<file path="config.mk">
export PLATFORM = sky130hd
export DESIGN_NAME = exception_vector_priority
export DESIGN_NICKNAME = d
export VERILOG_FILES = /design/src/logic/exc_vec_pkg.sv /design/src/logic/port_ctrl_regs.sv /design/src/logic/exception_vector_priority.sv
export SDC_FILE = /design/constraint.sdc
export NUM_CORES = 1
export LEC_CHECK = 0
export ABC_AREA = 1
export BUFFER_PORTS_ARGS = -buffer_cell sky130_fd_sc_hd__buf_2
export CAP_MARGIN = 20
export CORE_MARGIN = 2
export CORE_UTILIZATION = 56
export DETAILED_ROUTE_END_ITERATION = 16
export PLACE_DENSITY = 0.82
export SLEW_MARGIN = 30
export SYNTH_ARGS = -nofsm -noshare
export SYNTH_HDL_FRONTEND = slang
export SYNTH_HIERARCHICAL = 1
export SYNTH_SLANG_ARGS = --single-unit
</file>
<file path="constraint.sdc">
create_clock -name clock -period 6 [get_ports clock]
set_clock_uncertainty 0.1 [all_clocks]
set_input_delay 1.2 -clock clock [delete_from_list [all_inputs] [get_ports clock]]
set_output_delay 1.2 -clock clock [all_outputs]
set_load 0.1 [all_outputs]
</file>
<file path="src/logic/exc_vec_pkg.sv">
// constants and state types for the exception arbitration block
package exc_vec_pkg;

   // vector numbers, priority falls as the number rises
   localparam logic [5:0] VEC_RESET     = 6'h00;
   localparam logic [5:0] VEC_NMI       = 6'h03;
   localparam logic [5:0] VEC_BREAK     = 6'h05;
   localparam logic [5:0] VEC_EXT_FIRST = 6'h06;
   localparam logic [5:0] VEC_INT_FIRST = 6'h13;
   localparam logic [5:0] VEC_INT_LAST  = 6'h37;
   localparam int         NUM_VEC       = 56;
   localparam int         NUM_EXT       = 13;
   localparam int         NUM_INT       = 37;
   localparam int         VEC_ADDR_LSB  = 2;
   localparam int         VEC_ADDR_W    = 24;

   // sync bit positions: reset pin, nmi pin, then external pins in vector order
   localparam int         SYNC_RESET    = 0;
   localparam int         SYNC_NMI      = 1;
   localparam int         SYNC_EXT      = 2;
   localparam int         SYNC_W        = 15;

   // watchdog reset hold time
   localparam int         WDT_HOLD_NS   = 500;
   localparam int         CLOCK_NS      = 50;
   localparam int         WDT_HOLD_CYC  = (WDT_HOLD_NS + CLOCK_NS - 1) / CLOCK_NS;
   localparam int         HOLD_CNT_W    = 4;

   // port registers
   localparam logic       PORT_SEL_DIR  = 1'b0;
   localparam logic       PORT_SEL_DATA = 1'b1;
   localparam logic [7:0] DIR_RESET     = 8'h00;
   localparam logic [7:0] DATA_RESET    = 8'h00;
   localparam logic [7:0] DIR_READ_VAL  = 8'hff;

   typedef enum logic [1:0] {
      ST_HOLD   = 2'b00,
      ST_VECTOR = 2'b01,
      ST_FIRST  = 2'b10,
      ST_RUN    = 2'b11
   } rst_state_t;

   typedef struct packed {
      rst_state_t              state;
      logic [HOLD_CNT_W-1:0]   hold_cnt;
      logic [SYNC_W-1:0]       sync1;
      logic [SYNC_W-1:0]       sync2;
      logic [SYNC_W-1:0]       prev;
      logic                    nmi_pend;
      logic [NUM_EXT-1:0]      ext_flag;
      logic                    i_mask;
      logic                    take;
      logic [5:0]              vec_num;
      logic [VEC_ADDR_W-1:0]   vec_addr;
      logic                    port_rst;
   } evp_state_t;

   typedef struct packed {
      logic [7:0]              dir;
      logic [7:0]              data;
      logic [7:0]              pin_s1;
      logic [7:0]              pin_s2;
      logic [7:0]              rdata;
   } port_state_t;

endpackage : exc_vec_pkg

</file>
<file path="src/logic/port_ctrl_regs.sv">
// port direction and output data registers with read and bit-clear paths
`timescale 1ns/1ns
module port_ctrl_regs (
   // clock and reset
   input  wire logic       clock,
   input  wire logic       rst,
   // cpu access
   input  wire logic       port_sel,
   input  wire logic       port_wr,
   input  wire logic       port_rd,
   input  wire logic       port_bit_clear_instruction,
   input  wire logic [2:0] port_bit,
   input  wire logic [7:0] port_wdata,
   output logic      [7:0] port_rdata,
   // pins
   input  wire logic [7:0] port_pin_in,
   output logic      [7:0] port_output_data,
   output logic      [7:0] port_direction_control
);

   exc_vec_pkg::port_state_t s_r;
   exc_vec_pkg::port_state_t s_nxt;

   always_comb begin
      logic [7:0] rd_val;
      logic [7:0] mod_val;
      rd_val  = 8'h00;
      mod_val = 8'h00;
      s_nxt   = s_r;
      s_nxt.pin_s1 = port_pin_in;
      s_nxt.pin_s2 = s_r.pin_s1;
      if (port_sel == exc_vec_pkg::PORT_SEL_DIR) begin
         rd_val = exc_vec_pkg::DIR_READ_VAL;
      end else begin
         rd_val = (s_r.data & s_r.dir) | (s_r.pin_s2 & ~s_r.dir);
      end
      mod_val = rd_val & ~(8'h01 << port_bit);
      if (port_rd) begin
         s_nxt.rdata = rd_val;
      end
      if (port_wr || port_bit_clear_instruction) begin
         if (port_sel == exc_vec_pkg::PORT_SEL_DIR) begin
            s_nxt.dir = port_bit_clear_instruction ? mod_val : port_wdata;
         end else begin
            s_nxt.data = port_bit_clear_instruction ? mod_val : port_wdata;
         end
      end
   end

   always_ff @(posedge clock or posedge rst) begin
      if (rst) begin
         s_r <= '{dir: exc_vec_pkg::DIR_RESET, data: exc_vec_pkg::DATA_RESET,
                  pin_s1: 8'h00, pin_s2: 8'h00, rdata: 8'h00};
      end else begin
         s_r <= s_nxt;
      end
   end

   assign port_rdata             = s_r.rdata;
   assign port_output_data       = s_r.data;
   assign port_direction_control = s_r.dir;

endmodule : port_ctrl_regs

</file>
<file path="src/logic/exception_vector_priority.sv">
// exception source arbitration, reset sequencing and vector selection
//
// Overview of operation
// - direction register reads back as all ones
// - bit clear reads byte, clears bit, writes byte
// - reset outranks all, vector zero
// - reset handling starts when reset pin releases
// - watchdog overflow resets chip like pin reset
// - mask bit blocks maskable external and internal requests
// - accept only at instruction or handling end
// - lowest pending vector number wins
// - vector address is four times vector number
// - vectors one, two, four never selected
// - internal requests use vectors nineteen to fifty-five
// - reset sets mask bit, then fetches reset vector
// - first instruction runs before any interrupt
// - nmi highest interrupt, ignores mask bit
`timescale 1ns/1ns
module exception_vector_priority #(
   parameter int WDT_HOLD = exc_vec_pkg::WDT_HOLD_CYC
) (
   // clock and reset
   input  wire logic                                   clock,
   input  wire logic                                   rst,
   // reset sources
   input  wire logic                                   external_reset_pin_n,
   input  wire logic                                   watchdog_overflow,
   // external request pins, active low, falling edge
   input  wire logic                                   nmi_pin_n,
   input  wire logic                                   pin_request_zero_n,
   input  wire logic                                   pin_request_one_n,
   input  wire logic                                   event_counter_request_n,
   input  wire logic                                   pin_request_three_n,
   input  wire logic                                   pin_request_four_n,
   input  wire logic [7:0]                             wakeup_request_n,
   input  wire logic [exc_vec_pkg::NUM_EXT-1:0]        ext_flag_clear,
   output logic      [exc_vec_pkg::NUM_EXT-1:0]        ext_flag,
   // internal requests, levels held by the source
   input  wire logic                                   address_break_req,
   input  wire logic [exc_vec_pkg::NUM_INT-1:0]        internal_req,
   // cpu sequencer
   input  wire logic                                   instr_boundary,
   input  wire logic                                   ccr_i_write,
   input  wire logic                                   ccr_i_wdata,
   output logic                                        ccr_i_mask,
   output logic                                        chip_reset,
   output logic                                        exc_take,
   output logic      [5:0]                             exc_vector_number,
   output logic      [exc_vec_pkg::VEC_ADDR_W-1:0]     exc_vector_address,
   // port registers
   input  wire logic                                   port_sel,
   input  wire logic                                   port_wr,
   input  wire logic                                   port_rd,
   input  wire logic                                   port_bit_clear_instruction,
   input  wire logic [2:0]                             port_bit,
   input  wire logic [7:0]                             port_wdata,
   output logic      [7:0]                             port_rdata,
   input  wire logic [7:0]                             port_pin_in,
   output logic      [7:0]                             port_output_data,
   output logic      [7:0]                             port_direction_control
);

   localparam logic [exc_vec_pkg::HOLD_CNT_W-1:0] HOLD_LOAD = exc_vec_pkg::HOLD_CNT_W'(WDT_HOLD - 1);

   exc_vec_pkg::evp_state_t s_r;
   exc_vec_pkg::evp_state_t s_nxt;

   logic [exc_vec_pkg::SYNC_W-1:0]  pins_raw;
   logic [exc_vec_pkg::SYNC_W-1:0]  fall;
   logic [exc_vec_pkg::NUM_VEC-1:0] pend;
   logic                            win_found;
   logic [5:0]                      win_vec;

   assign pins_raw = {wakeup_request_n, pin_request_four_n, pin_request_three_n,
                      event_counter_request_n, pin_request_one_n, pin_request_zero_n,
                      nmi_pin_n, external_reset_pin_n};

   // falling edges on the second sync stage only
   assign fall = s_r.prev & ~s_r.sync2;

   // pending set indexed by vector number
   always_comb begin
      pend = '0;
      pend[exc_vec_pkg::VEC_NMI] = s_r.nmi_pend;
      pend[exc_vec_pkg::VEC_BREAK] = address_break_req;
      for (int i = 0; i < exc_vec_pkg::NUM_EXT; i++) begin
         pend[int'(exc_vec_pkg::VEC_EXT_FIRST) + i] = s_r.ext_flag[i] & ~s_r.i_mask;
      end
      for (int i = 0; i < exc_vec_pkg::NUM_INT; i++) begin
         pend[int'(exc_vec_pkg::VEC_INT_FIRST) + i] = internal_req[i] & ~s_r.i_mask;
      end
      // reset is sequenced apart; 1, 2 and 4 have no source
      pend[0] = 1'b0;
      pend[1] = 1'b0;
      pend[2] = 1'b0;
      pend[4] = 1'b0;
   end

   // lowest number wins
   always_comb begin
      win_found = 1'b0;
      win_vec   = 6'h00;
      for (int v = exc_vec_pkg::NUM_VEC - 1; v >= 0; v--) begin
         if (pend[v]) begin
            win_found = 1'b1;
            win_vec   = 6'(v);
         end
      end
   end

   always_comb begin
      s_nxt       = s_r;
      s_nxt.sync1 = pins_raw;
      s_nxt.sync2 = s_r.sync1;
      s_nxt.prev  = s_r.sync2;
      s_nxt.take  = 1'b0;

      // sticky flags, set wins over clear
      s_nxt.ext_flag = (s_r.ext_flag & ~ext_flag_clear)
                     | fall[exc_vec_pkg::SYNC_EXT +: exc_vec_pkg::NUM_EXT];
      if (fall[exc_vec_pkg::SYNC_NMI]) begin
         s_nxt.nmi_pend = 1'b1;
      end

      if (ccr_i_write) begin
         s_nxt.i_mask = ccr_i_wdata;
      end

      case (s_r.state)
         exc_vec_pkg::ST_HOLD: begin
            s_nxt.i_mask   = 1'b1;
            s_nxt.nmi_pend = 1'b0;
            s_nxt.ext_flag = '0;
            if (s_r.hold_cnt != '0) begin
               s_nxt.hold_cnt = s_r.hold_cnt - 1'b1;
            end else if (s_r.sync2[exc_vec_pkg::SYNC_RESET]) begin
               s_nxt.state = exc_vec_pkg::ST_VECTOR;
            end
         end
         exc_vec_pkg::ST_VECTOR: begin
            s_nxt.i_mask   = 1'b1;
            s_nxt.take     = 1'b1;
            s_nxt.vec_num  = exc_vec_pkg::VEC_RESET;
            s_nxt.vec_addr = '0;
            s_nxt.state    = exc_vec_pkg::ST_FIRST;
         end
         exc_vec_pkg::ST_FIRST: begin
            // boundary here ends reset handling; the first instruction follows unmolested
            if (instr_boundary) begin
               s_nxt.state = exc_vec_pkg::ST_RUN;
            end
         end
         exc_vec_pkg::ST_RUN: begin
            if (instr_boundary && win_found) begin
               s_nxt.take     = 1'b1;
               s_nxt.vec_num  = win_vec;
               s_nxt.vec_addr = exc_vec_pkg::VEC_ADDR_W'({win_vec, 2'b00});
               s_nxt.i_mask   = 1'b1;
               if (win_vec == exc_vec_pkg::VEC_NMI) begin
                  s_nxt.nmi_pend = fall[exc_vec_pkg::SYNC_NMI];
               end
            end
         end
         default: begin
            s_nxt.state = exc_vec_pkg::ST_HOLD;
         end
      endcase

      // reset sources outrank everything, pin first, then watchdog
      if (!s_r.sync2[exc_vec_pkg::SYNC_RESET]) begin
         s_nxt.state    = exc_vec_pkg::ST_HOLD;
         s_nxt.hold_cnt = '0;
         s_nxt.take     = 1'b0;
      end else if (watchdog_overflow) begin
         s_nxt.state    = exc_vec_pkg::ST_HOLD;
         s_nxt.hold_cnt = HOLD_LOAD;
         s_nxt.take     = 1'b0;
      end

      // registered copy of the hold state, glitch free for the port register reset
      s_nxt.port_rst = (s_nxt.state == exc_vec_pkg::ST_HOLD);
   end

   always_ff @(posedge clock or posedge rst) begin
      if (rst) begin
         s_r <= '{state: exc_vec_pkg::ST_HOLD, hold_cnt: '0, sync1: '0, sync2: '0,
                  prev: '1, nmi_pend: 1'b0, ext_flag: '0, i_mask: 1'b1, take: 1'b0,
                  vec_num: 6'h00, vec_addr: '0, port_rst: 1'b1};
      end else begin
         s_r <= s_nxt;
      end
   end

   assign chip_reset         = (s_r.state == exc_vec_pkg::ST_HOLD);
   assign exc_take           = s_r.take;
   assign exc_vector_number  = s_r.vec_num;
   assign exc_vector_address = s_r.vec_addr;
   assign ccr_i_mask         = s_r.i_mask;
   assign ext_flag           = s_r.ext_flag;

   // port registers are reset with the chip, by the pin and the watchdog too
   port_ctrl_regs u_port (
      .clock                  (clock),
      .rst                    (rst | s_r.port_rst),
      .port_sel               (port_sel),
      .port_wr                (port_wr),
      .port_rd                (port_rd),
      .port_bit_clear_instruction              (port_bit_clear_instruction),
      .port_bit               (port_bit),
      .port_wdata             (port_wdata),
      .port_rdata             (port_rdata),
      .port_pin_in            (port_pin_in),
      .port_output_data       (port_output_data),
      .port_direction_control (port_direction_control)
   );

endmodule : exception_vector_priority

</file>
* Yosys cells after proc, flatten, opt, wreduce, memory -nomap -nowiden
Index checks and enable logic that the tools add are counted.
** Storage, ports and cells
- Register bits after elaboration :: 138
- Input port bits :: 95
- Output and inout bits :: 70
- Word-level logic and storage cells :: 225
** Cells by class
- $add $sub $neg :: 1
- Eq/ne operators :: 7
- Shift-type cells :: 1
- Mux-type cells :: 124
- Bitwise logic cells :: 64
- Reductions and logical operators :: 11
** Operators by type and width (number)
- 2-to-1 mux 6 bit :: 54
- one-hot mux 31 bit (2 select lines) :: 1
- 2-to-1 mux 1 bit :: 58
- bitwise AND 1 bit :: 50
- 2-to-1 mux 32 bit :: 1
- bitwise AND 8 bit :: 3
- 2-to-1 mux 8 bit :: 2
- NOT 8 bit :: 2
- bitwise AND 15 bit :: 1
- NOT 15 bit :: 1
- bitwise AND 13 bit :: 1
- 2-to-1 mux 13 bit :: 1
- NOT 13 bit :: 1
- OR 13 bit :: 1
- 2-to-1 mux 4 bit :: 2
- OR 8 bit :: 1
- AND reduction 2 bit :: 4
- left shift 1 x 3 -> 8 bit (first input constant) :: 1
- == test 6 x 2 -> 1 bit (second input constant) :: 1
- one-hot mux 2 bit (3 select lines) :: 1
- == test 2 bit (second input constant) :: 2
- zero test 2 bit :: 2
- 2-to-1 mux 2 bit :: 2
- one-hot mux 1 bit (2 select lines) :: 2
- other kinds (12) :: 13

* Depth between registers and ports, before layout
- Word-level depth :: 59
- Depth in mapped cells :: 51

* By module
The synthesis kept the hierarchy.
** Modules (own cells, without submodules)
- exception_vector_priority :: times used 1, cells each 465, area an instance 3683.5 um^2, seq. area each 1846.8 um^2
- port_ctrl_regs :: times used 1, cells each 198, area an instance 1825.5 um^2, seq. area each 1001.0 um^2

* Worst setup path before layout
No wires, ideal clock.
- Path kind :: in2reg
- From :: input internal_req[35] in the netlist's numbering
- To :: register s_r (netlist bit exc_vector_number[0])
- Setup time :: 0.117 ns
- Data arrival time :: 3.337 ns
- Slack :: 2.446 ns
- Stages on the path :: 51
- Path buffers :: 0
- Path through :: inv_1 > nand3_1 > nand2_1 > nand2_1 > nand2_1 > nand2_1 > nand2_1 > nand2_1 > nand2_1 > nand2_1 > nand2_1 > nand2_1 > nand2_1 > nand2_1 > nand2_1 > nand2_1 > nand2_1 > nand2_1 > [15 not listed] > nand2_1 > nand2_1 > nand2_1 > nand2_1 > nand2_1 > nand2_1 > nand2_1 > nand2_1 > nand2_1 > nand2_1 > nand2_1 > nand2_1 > nand2_1 > nand2_1 > nand2_1 > nand2_1 > nand2_1 > nand2_1
** Between the ends
- Cells in the longest elaborated chain, start to end :: 55
- Elaborated cells between the ends (all ways) :: 108
- Classes of those cells :: 1 x eq/ne; 104 x mux; 1 x bitwise; 2 x reduce/logical
** RTL lines
- start: declaration :: line exception_vector_priority.sv:40 : input wire logic [exc_vec_pkg::NUM_INT-1:0] internal_req,
- bitwise AND 1 bit * :: line exception_vector_priority.sv:90 : pend[int'(exc_vec_pkg::VEC_INT_FIRST) + i] = internal_req[i] & ~s_r.i_mask;
- 2-to-1 mux 1 bit (51 in a row) :: line exception_vector_priority.sv:104 : if (pend[v]) begin
- logical AND 1 bit :: line exception_vector_priority.sv:154 : if (instr_boundary && win_found) begin
- inequality test 2 bit (no source line)
- AND reduction 2 bit (no source line)
- end signal: assignment :: line exception_vector_priority.sv:186 : s_r <= '{state: exc_vec_pkg::ST_HOLD, hold_cnt: '0, sync1: '0, sync2: '0,
- end signal: assignment :: line exception_vector_priority.sv:190 : s_r <= s_nxt;
- end: declaration :: line exception_vector_priority.sv:65 : exc_vec_pkg::evp_state_t s_r;
Every way passes the cells marked *; elsewhere a longest branch is shown, timed or not. The select of a mux whose other input is x is not followed.
A chain may end at the register's enable or synchronous reset.

* Worst setup path after layout
- From :: register s_r (netlist bit ccr_i_mask)
- To :: register s_r (netlist bit exc_vector_number[0])
** Between the ends
- Cells in the longest elaborated chain, start to end :: 57
- Elaborated cells between the ends (all ways) :: 160
- Classes of those cells :: 1 x eq/ne; 106 x mux; 51 x bitwise; 2 x reduce/logical
** RTL lines (line)
- NOT 1 bit * :: exception_vector_priority.sv:87, exception_vector_priority.sv:90
- bitwise AND 1 bit :: exception_vector_priority.sv:90
- 2-to-1 mux 1 bit (52 in a row) :: exception_vector_priority.sv:104
- logical AND 1 bit :: exception_vector_priority.sv:154
- inequality test 2 bit (no source line)
- AND reduction 2 bit (no source line)
Marked as above.

==> results.cfg <==
[setup_path]
endpoint_kind = flop
slowest_stage = dfstp_2
crit_type = reg -> reg
arrival_ps = 4070
max_stage_delay_ps = 680
critical_path.max_fanout = 43
start_kind = flop
crit_required_ps = 6300
cp_common_cell = nand2_1

[power]
seq_power_share = 0.341
intPower_mw = 1.60
p_total_mw = 2.53
p_leak_nw = 3.64
p_clk_frac = 0.377
vdd_drop_max_v = 0.000243
powerDensity_nw_per_um2 = 389
netSwitchingFraction = 0.367
power_switching_mw = 0.931
pwr-share-comb = 0.282

[global_route]
grt_overflow = 0
antenna_found_initial = 0
grt_max_degree = 61
grt_pass1_wl_um = 18200
grt_pass1_vias = 4092
grt_usage = 0.225

[layout]
layout_commonest_cell = nand2_1
seq_area_um2 = 2850
nets = 872
fillers = 789
n_antenna_cell = 0
syn_to_final_growth_pct = 18.2
drive_gt1_frac = 0.276
multiInputGateArea_um2 = 1800
mostFrequentLayoutCells = 206 x nand2_1, 146 x buf_2, 97 x dfrtp_1

[timing]
grt_setup_unrepaired = no
slew_violations = 0
relSlewSlack = 0.522
hold_viol = 0
setup_viol = 0
final.setup.tns_ps = 0
finalCriticalPeriod_ps = 3770
post-route-period-util = 0.629
hold_ws_ps = 241
clock.fmax_mhz = 265
tightest_slew_ps = 716

[clock_tree]
holdBufCountCts = 0
insertion_delay_ps = 510
root_buffer = clkbuf_8
cts.sinks = 113
cts_post_setup_buffers_inserted = 0
cts_tree = yes
cts_made_buffers = 17
h-tree-depth = 4
cts.clk_slew.worst_paths_ps = 50
ctsLongestPathBuffers = 2
cts_resized = 0

[route]
firstDrtPassIters = 5
routed_via_density = 4.79
routedWlPerCell_um = 12.4
via_count = 4392
ant_nets = 0
drt-initial-drc-count = 196
finalWirelength_um = 11400
post-route-drc-count = 0

[synth]
synth_seq_cells = 113
syn_area_per_cell_um2 = 8.31
netlist_instances = 663
ys_async_sr_fraction = 1.00
synth_top_flop_cell = dfrtp_1
yosysSeqAreaShare = 0.517
yosysUniqueCellTypes = 32
yosys_warnings = 6
synth_edf_count = 0
syn_area_um2 = 5510

[floorplanning]
die_w_um = 103
coreArea_um2 = 9640
die_y_um = 103
rows = 36
dieArea_um2 = 10600
io_pins = 165
start_util = 0.572

[placed_design]
hpwl_um = 8310
port_buffers = 146
gp_congestion = 0.903

[worst_hold_path]
hold_class = reg -> reg

[flow_run]
drv_cap = 0

[status]
status = finished, final reports clean
Yosys cell counts, types with 2 or more instances:
cell type  count  share of area
o21ai_0       13          0.012
mux2_2         8          0.016
inv_1         86          0.059
dfrtp_1       97           0.44
dfstp_2       16          0.076
buf_2          4         0.0036
o22ai_1       14          0.016
a21oi_4        2         0.0059
a211oi_1       4         0.0055
nor2_1        66          0.045
inv_2          7         0.0048
buf_4         67          0.091
a32o_1         3         0.0055
buf_6          2         0.0041
nand2_1      206           0.14
clkbuf_1       3         0.0020
a21oi_1        8         0.0073
nand3_1       27          0.025
inv_4          2         0.0023
ha_1           6          0.014
a31oi_1        4         0.0045
o21ai_1        8         0.0073
kinds of logic after synthesis:
group | count (synthesis) | synth area share
AOI/OAI and AO/OA | 60 | 0.0693
xor gates and xnor gates | 1 | 0.00159
other | 1 | 0.000681
and+or+nand+nor | 302 | 0.213
DFF | 113 | 0.517
buffers and inverters | 172 | 0.168
adders and majority gates | 6 | 0.0136
muxes | 8 | 0.0164
power groups by stage:
stage                     logic, mW  clock network, mW  registers, mW
after floorplan               0.643                  0          0.872
after global placement        0.703                  0          0.872
after detailed placement      0.715                  0          0.875
after CTS                     0.718              0.975          0.863
after global routing          0.783               1.02          0.870
final                         0.716              0.955          0.863
critical path, delay by kind of cell, from the launching register on:
kind | cells | cell delay (ps)
DFF | 1 | 680
and+or+nand+nor | 50 | 2640
buffers and inverters | 1 | 290
routing by layer:
layer,global-route usage,vias to the layer above,part of all wire
li1,-,2177,-
met1,0.265,1999,0.41
met2,0.379,194,0.49
met3,0.0692,22,0.074
met4,0.103,0,0.021
met5,0,-,0
layout make-up:
class	instances	share of cell area
flip-flops and latches	113	0.437
well taps	133	0.0256
inverters	96	0.0569
repair buffers	148	0.115
multi-input cells	395	0.276
clock inverters	11	0.0204
clock buffers	21	0.0690
state kept, by name, indices dropped and copies added (netlist names):
register / flops
ccr_i_mask: 1
exc_take: 1
exc_vector_address: 1
exc_vector_number: 5
ext_flag: 13
pend: 1
s_nxt: 30
s_r: 21
u_port/port_direction_control: 8
u_port/port_output_data: 8
u_port/port_rdata: 8
u_port/s_nxt: 8
u_port/s_r: 8
through the flow:
step	cells	setup slack, ps	utilization	area [µm²]
6_report	917	2230	0.675	6510
5_1_grt	917	1760	0.675	6510
4_1_cts	917	2200	0.675	6510
3_5_place_dp	885	1960	0.615	5930
3_3_place_gp	885	2080	0.615	5930
2_1_floorplan	680	2450	-	5570
path summary, 6_finish.rpt:
kind,startpoint,to,slack (ps),cells after the start
hold / removal,s_nxt[68],s_nxt[53],240,0
min in group asynchronous,rst,s_nxt[62],540,2
setup / recovery,ccr_i_mask,exc_vector_number[0],2230,51
hold reg to reg,s_nxt[68],s_nxt[53],240,0
max in group asynchronous,rst,s_nxt[55],4260,3
setup reg to reg,ccr_i_mask,exc_vector_number[0],2230,51
No activity file was read; power rests on OpenSTA's default activity.
